===== config.mk =====
export PLATFORM = sky130hd
export DESIGN_NAME = radio_net_busy_interface
export DESIGN_NICKNAME = d
export VERILOG_FILES = /design/src/logic/net_busy_pkg.sv /design/src/logic/radio_net_busy_interface.sv
export SDC_FILE = /design/constraint.sdc
export NUM_CORES = 1
export LEC_CHECK = 0
export BUFFER_PORTS_ARGS = -buffer_cell sky130_fd_sc_hd__buf_2
export CAP_MARGIN = 20
export CORE_MARGIN = 3
export CORE_UTILIZATION = 35
export CTS_CLUSTER_DIAMETER = 40
export DETAILED_ROUTE_END_ITERATION = 7
export GPL_TIMING_DRIVEN = 0
export MAX_ROUTING_LAYER = met4
export PLACE_DENSITY = 0.52
export SKIP_LAST_GASP = 1
export SYNTH_ARGS = -nofsm -noshare
export SYNTH_HDL_FRONTEND = slang
export SYNTH_SLANG_ARGS = --single-unit
export TNS_END_PERCENT = 10

===== constraint.sdc =====
create_clock -name clk -period 8.61 [get_ports clk]
set_input_delay 1.2915 -clock clk [delete_from_list [all_inputs] [get_ports clk]]
set_output_delay 1.2915 -clock clk [all_outputs]
set_load 0.05 [all_outputs]

===== src/logic/net_busy_pkg.sv =====
// shared types and constants for the radio net busy interface
package net_busy_pkg;
  localparam int CLK_HZ = 200_000_000;
  localparam int FH_DETECT_MS = 350;
  localparam int SC_DETECT_MS = 100;
  localparam int VOICE_ASSUME_MS = 750;
  localparam int CLK_IDLE_US = 500;
  localparam int FH_DETECT_CYC = FH_DETECT_MS * (CLK_HZ / 1000);
  localparam int SC_DETECT_CYC = SC_DETECT_MS * (CLK_HZ / 1000);
  localparam int VOICE_ASSUME_CYC = VOICE_ASSUME_MS * (CLK_HZ / 1000);
  localparam int CLK_IDLE_CYC = CLK_IDLE_US * (CLK_HZ / 1000_000);
  localparam int SYNC_FLAGS = 4;
  localparam logic [7:0] FLAG_BYTE = 8'h7E;
  localparam logic [2:0] SLOT_OFFSET_T3 = 3'h0;
  localparam logic [2:0] SLOT_LIMIT_T3 = 3'h0;
  localparam logic [2:0] RATE_600 = 3'h0;
  localparam logic [2:0] RATE_1200 = 3'h1;
  localparam logic [2:0] RATE_2400 = 3'h2;
  localparam logic [2:0] RATE_4800 = 3'h3;
  localparam logic [2:0] RATE_16000 = 3'h4;

  typedef enum logic [2:0] {
    NET_IDLE = 3'b000,
    NET_BUSY = 3'b001,
    NET_VOICE = 3'b010,
    NET_DATA = 3'b011,
    NET_NA = 3'b100
  } net_status_t;

  typedef enum logic [1:0] {
    TX_IDLE = 2'b00,
    TX_FLAGS = 2'b01,
    TX_DATA = 2'b10,
    TX_TRAIL = 2'b11
  } tx_state_t;

  typedef struct packed {
    logic [7:0] data;
    logic last;
    logic type3;
  } tx_word_t;

  typedef struct packed {
    logic [2:0] slotOffset;
    logic [2:0] slotLimit;
    logic immediate;
  } access_t;
endpackage


===== src/logic/radio_net_busy_interface.sv =====
// terminal side of the radio link: net status decode, flag sync and transmit
// Operation
// RL1 - type 3 units and their acks get a slot offset of zero and a slot count of zero.
// RL2 - type 3 units and their acks are sent in immediate mode with no random delay.
// RL3 - the radio passes trailing flags unchanged over the air.
// RL4 - appended trailing flags count toward the transmission length.
// RL5 - receive sync is reached within four flags and data may start after a valid flag.
// RL6 - the link is synchronous half-duplex serial with NRZ signalling.
// RL7 - rates 600, 1200, 2400, 4800 and 16000 bps are supported, same on both sides.
// RL8 - below 16000 bps the radio adapts the rate with majority-logic correction.
// RL9 - the radio drives squelch whenever it senses channel activity.
// RL10 - the channel counts busy within 350 ms hop or 100 ms single-channel of squelch.
// RL11 - the radio supplies a receive clock for data, after or with squelch.
// RL12 - in voice reception the radio asserts squelch without the receive clock.
// RL13 - squelch plus clock is data, squelch alone voice, neither idle.
// RL14 - busy with receive line at ones turns voice after 750 ms, flags mean data.
// RL15 - transmit checks idle, raises push-to-talk, sends flags, data, then idles at ones.
// RL16 - no transmission starts while status is voice, data or unresolved busy.
`timescale 1ns/1ps
module radio_net_busy_interface
  import net_busy_pkg::*;
(
  input wire logic clk,
  input wire logic rstn,
  input wire logic hopMode,
  input wire logic [2:0] rateSel,
  input wire logic receive_squelch_n,
  input wire logic receive_data_clock_out,
  input wire logic rxData,
  input wire net_busy_pkg::tx_word_t txWord,
  input wire logic txValid,
  output logic txReady,
  input wire logic [3:0] trailFlags,
  input wire logic txClk,
  output logic txData,
  output logic pushToTalk,
  output net_busy_pkg::net_status_t netStatus,
  output logic channelBusy,
  output logic rxSynced,
  output net_busy_pkg::access_t accessCfg,
  output logic [15:0] txLength,
  output logic rateOk
);
  import net_busy_pkg::*;

  logic rstMeta_ff, rstSync_ff;
  always_ff @(posedge clk or negedge rstn) begin
    if (!rstn) begin
      rstMeta_ff <= 1'b0;
      rstSync_ff <= 1'b0;
    end else begin
      rstMeta_ff <= 1'b1;
      rstSync_ff <= rstMeta_ff;
    end
  end
  wire logic rst = ~rstSync_ff;

  // two-flop synchronisers for every pin input
  logic [4:0] pinMeta_ff, pinSync_ff, pinPrev_ff;
  always_ff @(posedge clk or posedge rst) begin
    if (rst) begin
      // transmit clock resets to its idle low level, no false fall
      pinMeta_ff <= 5'h0F;
      pinSync_ff <= 5'h0F;
      pinPrev_ff <= 5'h0F;
    end else begin
      pinMeta_ff <= {txClk, rxData, receive_data_clock_out, receive_squelch_n, 1'b1};
      pinSync_ff <= pinMeta_ff;
      pinPrev_ff <= pinSync_ff;
    end
  end
  wire logic sqActive = ~pinSync_ff[1];
  wire logic rxClkRise = pinSync_ff[2] & ~pinPrev_ff[2];
  wire logic rxBit = pinSync_ff[3];
  wire logic txClkFall = ~pinSync_ff[4] & pinPrev_ff[4];

  function automatic logic [27:0] sat_inc(input logic [27:0] v);
    sat_inc = (v == 28'hFFF_FFFF) ? v : v + 28'h000_0001;
  endfunction

  logic pttPrev_ff;
  always_ff @(posedge clk or posedge rst) begin
    if (rst) pttPrev_ff <= 1'b0;
    else pttPrev_ff <= pushToTalk;
  end
  wire logic ownTxEnd = pttPrev_ff && !pushToTalk;

  // receive clock is active while edges keep arriving
  logic [27:0] clkIdle_ff;
  logic rxClkActive_ff;
  always_ff @(posedge clk or posedge rst) begin
    if (rst) begin
      clkIdle_ff <= 28'h000_0000;
      rxClkActive_ff <= 1'b0;
    end else if (rxClkRise) begin
      clkIdle_ff <= 28'h000_0000;
      rxClkActive_ff <= 1'b1;
    end else if (ownTxEnd) begin
      // echo clock of our own frame ends with it
      clkIdle_ff <= 28'h000_0000;
      rxClkActive_ff <= 1'b0;
    end else begin
      clkIdle_ff <= sat_inc(clkIdle_ff);
      if (clkIdle_ff >= 28'(CLK_IDLE_CYC)) rxClkActive_ff <= 1'b0;
    end
  end

  // flag hunting on the receive line
  logic [7:0] rxShift_ff;
  logic [2:0] flagCnt_ff;
  logic flagSeen_ff;
  wire logic flagHit = rxClkRise && ({rxBit, rxShift_ff[7:1]} == FLAG_BYTE);
  always_ff @(posedge clk or posedge rst) begin
    if (rst) begin
      rxShift_ff <= 8'hFF;
      flagCnt_ff <= 3'h0;
      flagSeen_ff <= 1'b0;
      rxSynced <= 1'b0;
    end else begin
      if (rxClkRise) rxShift_ff <= {rxBit, rxShift_ff[7:1]};
      if (!rxClkActive_ff) begin
        flagCnt_ff <= 3'h0;
        flagSeen_ff <= 1'b0;
        rxSynced <= 1'b0;
      end else if (flagHit) begin
        flagSeen_ff <= 1'b1; // see RL14
        rxSynced <= 1'b1; // see RL5
        if (flagCnt_ff != 3'(SYNC_FLAGS)) flagCnt_ff <= flagCnt_ff + 3'h1;
      end
    end
  end

  // squelch qualification and voice timeout
  logic [27:0] sqCnt_ff;
  wire logic [27:0] detectCyc = hopMode ? 28'(FH_DETECT_CYC) : 28'(SC_DETECT_CYC);
  always_ff @(posedge clk or posedge rst) begin
    if (rst) sqCnt_ff <= 28'h000_0000;
    else if (!sqActive) sqCnt_ff <= 28'h000_0000;
    else sqCnt_ff <= sat_inc(sqCnt_ff);
  end

  net_status_t nxt_status;
  always_comb begin
    nxt_status = NET_IDLE;
    if (sqActive && (rxClkActive_ff || flagSeen_ff)) nxt_status = NET_DATA; // see RL13
    else if (sqActive && sqCnt_ff >= 28'(VOICE_ASSUME_CYC)) nxt_status = NET_VOICE; // see RL14
    else if (sqActive) nxt_status = NET_BUSY;
    else if (rxClkActive_ff) nxt_status = NET_NA;
  end

  always_ff @(posedge clk or posedge rst) begin
    if (rst) begin
      netStatus <= NET_IDLE;
      channelBusy <= 1'b0;
    end else begin
      netStatus <= nxt_status;
      channelBusy <= sqActive && (sqCnt_ff < detectCyc); // see RL10
    end
  end

  // two-entry buffer in the transmit path
  tx_word_t buf_ff [2];
  logic [1:0] bufCnt_ff;
  logic bufWr_ff, bufRd_ff;
  wire logic pop;
  wire logic push = txValid && (bufCnt_ff != 2'h2);
  always_ff @(posedge clk or posedge rst) begin
    if (rst) begin
      bufCnt_ff <= 2'h0;
      bufWr_ff <= 1'b0;
      bufRd_ff <= 1'b0;
      txReady <= 1'b0;
    end else begin
      if (push) bufWr_ff <= ~bufWr_ff;
      if (pop) bufRd_ff <= ~bufRd_ff;
      bufCnt_ff <= bufCnt_ff + 2'(push) - 2'(pop);
      txReady <= (bufCnt_ff + 2'(push) - 2'(pop)) < 2'h2;
    end
  end
  always_ff @(posedge clk) begin
    if (push) buf_ff[bufWr_ff] <= txWord;
  end
  wire tx_word_t head = buf_ff[bufRd_ff];
  wire logic bufValid = bufCnt_ff != 2'h0;

  // transmit sequencer, bits change on falling edges of the transmit clock
  tx_state_t txState_ff;
  logic [7:0] txSh_ff;
  logic [2:0] bitCnt_ff;
  logic [3:0] trailCnt_ff;
  logic lastByte_ff, drainWait_ff;
  wire logic netFree = (netStatus == NET_IDLE) && !channelBusy; // see RL16
  wire logic byteDone = txClkFall && bitCnt_ff == 3'h7;
  assign pop = (txState_ff == TX_DATA) && byteDone && !lastByte_ff && bufValid;
  always_ff @(posedge clk or posedge rst) begin
    if (rst) begin
      txState_ff <= TX_IDLE;
      txSh_ff <= 8'hFF;
      bitCnt_ff <= 3'h0;
      trailCnt_ff <= 4'h0;
      lastByte_ff <= 1'b0;
      drainWait_ff <= 1'b0;
      txData <= 1'b1;
      pushToTalk <= 1'b0;
      txLength <= 16'h0000;
    end else begin
      if (txClkFall) begin
        txData <= txSh_ff[0]; // see RL6
        txSh_ff <= {1'b1, txSh_ff[7:1]};
        bitCnt_ff <= bitCnt_ff + 3'h1;
      end
      case (txState_ff)
        TX_IDLE: begin
          txData <= 1'b1; // see RL15
          pushToTalk <= 1'b0;
          if (bufValid && netFree) begin // see RL15
            txState_ff <= TX_FLAGS;
            pushToTalk <= 1'b1;
            txSh_ff <= FLAG_BYTE;
            bitCnt_ff <= 3'h0;
            lastByte_ff <= 1'b0;
            txLength <= 16'h0000;
          end
        end
        TX_FLAGS: begin
          if (byteDone) begin
            txSh_ff <= FLAG_BYTE;
            if (rxSynced) begin // see RL5
              txState_ff <= TX_DATA;
            end
          end
        end
        TX_DATA: begin
          if (byteDone) begin
            if (lastByte_ff || !bufValid) begin
              txState_ff <= TX_TRAIL;
              trailCnt_ff <= trailFlags;
              txSh_ff <= FLAG_BYTE;
            end else begin
              txSh_ff <= head.data;
              lastByte_ff <= head.last;
              txLength <= txLength + 16'h0001;
            end
          end
        end
        TX_TRAIL: begin
          if (drainWait_ff) begin
            // last flag bit is clocked out before push-to-talk drops
            if (txClkFall) begin
              txState_ff <= TX_IDLE;
              pushToTalk <= 1'b0; // see RL15
              drainWait_ff <= 1'b0;
            end
          end else if (byteDone) begin
            txSh_ff <= FLAG_BYTE;
            if (trailCnt_ff == 4'h0) begin
              drainWait_ff <= 1'b1;
              txSh_ff <= 8'hFF;
            end else begin
              trailCnt_ff <= trailCnt_ff - 4'h1;
              txLength <= txLength + 16'h0001; // see RL4
            end
          end
        end
        default: txState_ff <= TX_IDLE;
      endcase
    end
  end

  // access settings for the head unit
  always_ff @(posedge clk or posedge rst) begin
    if (rst) begin
      accessCfg <= '0;
      rateOk <= 1'b0;
    end else begin
      accessCfg.immediate <= bufValid && head.type3; // see RL2
      accessCfg.slotOffset <= SLOT_OFFSET_T3; // see RL1
      accessCfg.slotLimit <= SLOT_LIMIT_T3; // see RL1
      rateOk <= rateSel <= RATE_16000; // see RL7
    end
  end
endmodule


==> impl_metrics.env, run 1 <==
export IMPL_grt_pass1_vias=5721
export IMPL_drt_iter0_drc=238
export IMPL_hold_viol_final=0
export IMPL_p_clk_share_pct=42.0
export IMPL_cts_setup_buffers=0
export IMPL_vias=5719
export IMPL_cts_tree="yes"
export IMPL_root_buffer="clkbuf_16"
export IMPL_whs_ns=0.2735
export IMPL_swShare_pct=25.94
export IMPL_required_ns=8.92
export IMPL_cp_num_buf_inv=3
export IMPL_dr_pass1_iters=5
export IMPL_synthMuxAreaShare_pct=3.958
export IMPL_multi_input_area_um2=3492
export IMPL_fmaxAchievable_ghz=0.3783
export IMPL_wl_per_cell_um=15.79
export IMPL_num_fill_cells=2067
export IMPL_fin_crit_sh_pct=30.70
export IMPL_worstHoldPathType="reg2async"
export IMPL_seq_area_um2=3786
export IMPL_clk_path_buf_depth=2
export IMPL_fin_crit_ns=2.643
export IMPL_total_power_mw=1.848
export IMPL_post_dp_cell_area_um2=8195
export IMPL_ys_seq_area_share_pct=50.27
export IMPL_synth_most_common_cell="dfrtp_1"
export IMPL_drc=0
export IMPL_power_internal_mw=1.369
export IMPL_reg2reg_depth=11
export IMPL_cts_sinks=146
export IMPL_synth_common_cells="103 x dfrtp_1, 68 x nor2_1, 63 x nand2_1"
export IMPL_routed_wl_um=17440
export IMPL_placedCellCount=1073
export IMPL_path_delay_family="adder cells"
export IMPL_cts_resized=0
export IMPL_yosys_area_top_type="dfrtp_1"
export IMPL_combPwrFrac_pct=12.1
export IMPL_critPathMaxStageDelay_ns=0.41
export IMPL_synth_xor_area_share_pct=3.958
export IMPL_crit_chain="ha_1 > ha_1 > nand3b_1 > clkbuf_1 > nor2_1 > ha_1 > inv_1 > ha_1 > xnor2_1 > xnor2_1 > inv_1"
export IMPL_final_cells=1105
export IMPL_area_growth_pct=17.06
export IMPL_leakagePower_nw=3.640
export IMPL_tns_ns=0
export IMPL_setup_viol=0
export IMPL_crit_fanout=10
export IMPL_syn_inst=741
export IMPL_avgSynthCellArea_um2=10.15
export IMPL_yosysTopAreaCellShare_pct=34.26
export IMPL_reg2reg_slack_ns=5.97
export IMPL_pin_count=57
export IMPL_dieArea_um2=23290
export IMPL_clkSlewWorstSetupHoldPaths_ns=0.06
export IMPL_status="finished, final reports clean"
export IMPL_yosys_area_share_simple_pct=21.29
export IMPL_tightest_slew_ns=0.9497
export IMPL_port_buffers=50
export IMPL_synthTopCellsByArea="dfrtp_1 34%, dfstp_2 8.0%, edfxtp_1 8.0%, ha_1 3.8%, a21oi_1 3.4%"
export IMPL_cts_buffers=17
export IMPL_async_flop_share_pct=86.30
export IMPL_worst_path_max_delay_cell="clkbuf_1"
export IMPL_fin_area_um2=8807
export IMPL_p_switching_mw=0.4794
export IMPL_maxSlewHeadroom_pct=36.16
export IMPL_die_w_um=152.6
export IMPL_placementRows=53
export IMPL_rsz0062_at_grt="no"
export IMPL_finalMaxSlewViolations=0
export IMPL_pwr_share_seq_pct=45.8
export IMPL_synth_ff_type="dfrtp_1"
export IMPL_vdd_drop_max_uv=109.0
export IMPL_grt_total_usage_pct=15.88
export IMPL_synth_top_family_by_area="simple AND/OR/NAND/NOR gates"
export IMPL_die_y_um=152.6
export IMPL_synth_compound_area_share_pct=13.04
export IMPL_ys_types=73
export IMPL_synth_edf_count=20
export IMPL_yosys_area_share_adder_pct=3.825
export IMPL_grt_max_degree=52
export IMPL_max_cap_violations=0
export IMPL_hpwl_um=12070
export IMPL_place_congestion=0.8000
export IMPL_finalClockSkew_ns=0.01404
export IMPL_arrival_ns=2.95
export IMPL_syn_area_um2=7523
export IMPL_diodes=0
export IMPL_antenna_found_initial=0
export IMPL_layout_drive_gt1_share_pct=18.43
export IMPL_ant_nets=0
export IMPL_power_density_nw_per_um2=209.8
export IMPL_grt_pass1_wl_um=29600
export IMPL_end_kind="flop"
export IMPL_synth_seq_cells=146
export IMPL_grt_overflow_total=0
export IMPL_worstSkewPairLatency_ns=0.42
export IMPL_ctsHoldBuffers=0
export IMPL_path_common_cell="ha_1"
export IMPL_r2r_end="txReady"
export IMPL_cts_htree_levels=4
export IMPL_vias_per_cell=5.176
export IMPL_core_area_um2=21090
export IMPL_yosysWarnings=0
export IMPL_r2r_start="bitCnt_ff[0]"
export IMPL_crit_type="reg2reg"
export IMPL_layout_nets=865
export IMPL_start_kind="flop"
export IMPL_initial_core_util_pct=35.68
logic make-up (layout without fill, tap and decap cells):
family / after synthesis / in the layout
compound gates: 153 / 153
xor+xnor: 34 / 34
fa+ha+maj: 23 / 23
buf+inv: 61 / 145
flops: 146 / 146
mux: 29 / 29
other cells: 2 / 7
simple gates: 293 / 293
sequential cells by signal (all words and copies together), names as in the netlist, 2 cells and up:
register / cells
bitCnt_ff: 3
bufCnt_ff: 2
buf_ff: 20
clkIdle_ff: 28
netStatus: 3
pinMeta_ff: 4
pinPrev_ff: 2
pinSync_ff: 4
rxShift_ff: 7
sqCnt_ff: 28
trailCnt_ff: 4
txLength: 16
txSh_ff: 8
txState_ff: 2
layout make-up:
class	count	area share, %
Sequential cell	146	42.99
Buffer	32	1.804
Clock inverter	12	1.875
Timing Repair Buffer	52	3.466
Multi-Input combinational cell	539	39.65
Tap cell	275	3.907
Inverter	29	1.236
Clock buffer	20	5.072
layout by cell type (no fill, tap or decap), types with 9 or more instances in the layout:
cell type  synthesis  layout
a211oi_1           9       9
a21oi_1           51      51
buf_2              6      56
clkbuf_1          16      18
clkbuf_16          0      17
dfrtp_1          103     102
dfstp_2           23      23
edfxtp_1          20      20
ha_1              23      23
inv_1             29      29
mux2i_1           23      23
nand2_1           63      63
nand2b_1          10      10
nand3_1           26      26
nand4_1           26      26
nor2_1            68      68
nor3_1            20      20
nor4_1             9       9
o21ai_0           38      38
o31ai_1           13      13
or3_1             13      13
xnor2_1           26      26
power by group through the flow:
stage	registers, mW	clock network [mW]	logic [mW]
3_3_place_gp	0.866	0	0.209
3_5_place_dp	0.859	0	0.228
2_1_floorplan	0.879	0	0.139
6_report	0.847	0.777	0.224
5_1_grt	0.858	0.830	0.257
4_1_cts	0.847	0.799	0.229
metal layers:
metal | GRT usage (%) | wire (um)
met2 | 24.49 | 8103
met5 | - | 0
met1 | 21.16 | 8553
met3 | 3.834 | 586
met4 | 4.158 | 200
metrics by stage:
stage,setup WS [ns],utilization [%]
3_5_place_dp,5.612,38.86
4_1_cts,5.939,41.76
3_3_place_gp,3.035,38.58
5_1_grt,5.741,41.76
6_report,5.967,41.76
2_1_floorplan,4.880,-
worst max-delay path by stage:
stage | from | end | slack (ns) | depth (start not counted)
after global routing | txState_ff[0] | txReady | 5.74 | 12
final | bitCnt_ff[0] | txReady | 5.97 | 11
after floorplan | rstSync_ff | accessCfg[0] | 4.88 | 0
after CTS | bitCnt_ff[0] | txReady | 5.94 | 11
after global placement | rstSync_ff | txLength[8] | 3.04 | 0
after detailed placement | hopMode | channelBusy | 5.61 | 7
(Power assumes the default switching activity.)
==> run 2: changes to the inputs <==
ABC_AREA = 1   (was not set)
clock period = 2.5 ns   (was 8.61 ns; I/O delays follow)
==> impl_metrics.env, run 2 <==
export IMPL_syn_area_um2=8253
export IMPL_final_cells=1506
export IMPL_yosysWarnings=0
export IMPL_fin_ws_ns=0.2381
export IMPL_dieArea_um2=25460
export IMPL_vias=7203
export IMPL_yosys_area_top_type="dfrtp_1"
export IMPL_layout_commonest_cell="nand2_1"
export IMPL_maxSlewHeadroom_pct=38.80
export IMPL_power_internal_mw=4.842
export IMPL_ys_types=42
export IMPL_initial_core_util_pct=36.01
export IMPL_cts_buffers=17
export IMPL_status="finished, final reports clean"
export IMPL_avgSynthCellArea_um2=7.482
export IMPL_finalClockSkew_ns=0.01065
export IMPL_finalMaxSlewViolations=0
export IMPL_cts_sinks=146
export IMPL_reg_largest_list="clkIdle_ff x28, sqCnt_ff x28, buf_ff x20"
export IMPL_path_common_cell="ha_1"
export IMPL_worst_path_max_delay_cell="dfrtp_1"
export IMPL_crit_chain="ha_1 > ha_1 > inv_1 > nor2_1 > nand2_1 > nor2_2 > ha_1 > inv_1 > ha_1 > xor2_1 > xor2_1 > inv_1"
export IMPL_tightest_slew_ns=0.9146
export IMPL_vias_per_cell=4.783
export IMPL_die_w_um=159.6
export IMPL_place_congestion=0.8679
export IMPL_crit_type="reg2reg"
export IMPL_cts_setup_buffers=0
export IMPL_core_area_um2=22920
export IMPL_post_dp_cell_area_um2=8972
export IMPL_port_buffers=50
export IMPL_grt_max_degree=52
export IMPL_vdd_drop_max_uv=481.9
export IMPL_dr_pass1_iters=5
export IMPL_diodes=0
export IMPL_ant_nets=0
export IMPL_num_fill_cells=2379
export IMPL_worstSkewPairLatency_ns=0.43
export IMPL_swShare_pct=37.45
export IMPL_ys_seq_area_share_pct=45.83
export IMPL_reg2reg_depth=12
export IMPL_grt_pass1_wl_um=34420
export IMPL_arrival_ns=2.58
export IMPL_crit_fanout=3
export IMPL_end_kind="flop"
export IMPL_critPathMaxStageDelay_ns=0.37
export IMPL_wl_per_cell_um=13.56
export IMPL_power_density_nw_per_um2=807.3
export IMPL_pre_cts_ws_ns=0.1919
export IMPL_yosysTopAreaCellShare_pct=31.23
export IMPL_placedCellCount=1473
export IMPL_async_flop_share_pct=86.30
export IMPL_required_ns=2.82
export IMPL_synth_ff_type="dfrtp_1"
export IMPL_fmaxAchievable_ghz=0.4421
export IMPL_grt_pass1_vias=6826
export IMPL_synthTopCellsByArea="dfrtp_1 31%, nand2_1 16%, dfstp_2 7.3%, edfxtp_1 7.3%, nand3_1 6.4%"
export IMPL_synth_edf_count=20
export IMPL_fin_util_pct=41.84
export IMPL_combPwrFrac_pct=26.5
export IMPL_grt_total_usage_pct=16.93
export IMPL_drc=0
export IMPL_clkSlewWorstSetupHoldPaths_ns=0.07
export IMPL_die_y_um=159.6
export IMPL_routed_wl_um=20420
export IMPL_setup_viol=0
export IMPL_layout_nets=1228
export IMPL_drt_iter0_drc=401
export IMPL_p_switching_mw=2.898
export IMPL_antenna_found_initial=0
export IMPL_synth_seq_cells=146
export IMPL_synth_common_cells="357 x nand2_1, 139 x nor2_1, 105 x nand3_1"
export IMPL_synth_most_common_cell="nand2_1"
export IMPL_hpwl_um=15270
export IMPL_p_clk_share_pct=33.2
export IMPL_cts_tree="yes"
export IMPL_pin_count=57
export IMPL_layout_drive_gt1_share_pct=13.50
export IMPL_fin_crit_sh_pct=90.48
export IMPL_placementRows=55
export IMPL_syn_inst=1103
export IMPL_rsz0062_at_grt="no"
export IMPL_grt_overflow_total=0
export IMPL_leakagePower_nw=4.455
export IMPL_fin_crit_ns=2.262
export IMPL_final_cell_mix="357 x nand2_1, 138 x nor2_1, 105 x nand3_1"
export IMPL_max_cap_violations=0
export IMPL_start_kind="flop"
export IMPL_area_growth_pct=16.18
export IMPL_worstHoldPathType="in2reg"
export IMPL_root_buffer="clkbuf_16"
export IMPL_whs_path_depth=1
export IMPL_fin_area_um2=9588
export IMPL_cts_htree_levels=4
export IMPL_clk_path_buf_depth=2
export IMPL_hold_viol_final=0
export IMPL_pwr_share_seq_pct=40.3
==> run 2: through the flow <==
step	TNS, ns	hold slack (ns)	power, mW
floorplan	0	0.07941	4.646
global placement	-52.95	0.1612	5.183
detailed placement	0	0.1620	5.221
CTS	0	0.01652	7.853
global route	0	0.02236	8.268
finish	0	0.04047	7.740
==> run 2: path summary, 6_finish.rpt <==
check	end	from	slack [ns]
min in group asynchronous	bufRd_ff	rstSync_ff	0.25
setup / recovery	bufCnt_ff[1]	bitCnt_ff[0]	0.24
hold / removal	pinMeta_ff[3]	rxData	0.04
setup reg to reg	bufCnt_ff[1]	bitCnt_ff[0]	0.24
max in group asynchronous	txSh_ff[7]	rstSync_ff	1.33
hold reg to reg	bufRd_ff	rstSync_ff	0.25
==> run 2: layer usage <==
| layer | vias up | share of wire (%) | global-route usage [%] |
|---|---|---|---|
| met4 | 0 | 1.2 | 3.900 |
| met5 | - | 0 | - |
| met3 | 17 | 3.0 | 2.601 |
| li1 | 3710 | - | - |
| met1 | 3364 | 50 | 23.41 |
| met2 | 112 | 46 | 26.31 |
==> run 2: repair_timing <==
action                                  in CTS  in global routing
hold buffers                                 1                  0
endpoints found under the setup margin       0                  1
resized for setup                            0                  1
hold endpoints to repair                     2                  0
==> run 2: final cells by class <==
class	instances	area (um2)	share of cell area [%]
tap	313	391.6	4.085
buffer	27	150.1	1.566
clock buffer	17	425.4	4.437
timing repair buffer	53	315.3	3.289
clock inverter	15	177.7	1.853
multi-input combinational	829	3944	41.13
sequential	146	3786	39.49
inverter	106	397.9	4.150
==> run 2: power by group through the flow <==
stage | Sequential, mW | Combinational (mW) | Clock [mW]
after floorplan | 3.29 | 1.35 | 0
after global placement | 3.19 | 1.99 | 0
after detailed placement | 3.16 | 2.06 | 0
after CTS | 3.12 | 2.07 | 2.66
after global routing | 3.18 | 2.35 | 2.74
final | 3.12 | 2.05 | 2.57
==> run 2: critical path, delay by kind of cell (launching register included) <==
family	cells	cell delay [ns]
simple gates	3	0.48
buf+inv	3	0.16
fa+ha+maj	4	0.74
xor+xnor	2	0.40
flops	1	0.37
==> run 2: cells by family (layout without fill, tap and decap cells) <==
group                      after synthesis  after routing  synth area share, %
adders and majority gates               23             23                3.487
and+or+nand+nor                        673            673                34.64
buffers and inverters                  133            218                6.640
other                                    2              7              0.09100
xor gates and xnor gates                12             12                1.273
AOI/OAI and AO/OA                      108            108                7.307
muxes                                    6              6               0.7277
DFF                                    146            146                45.83
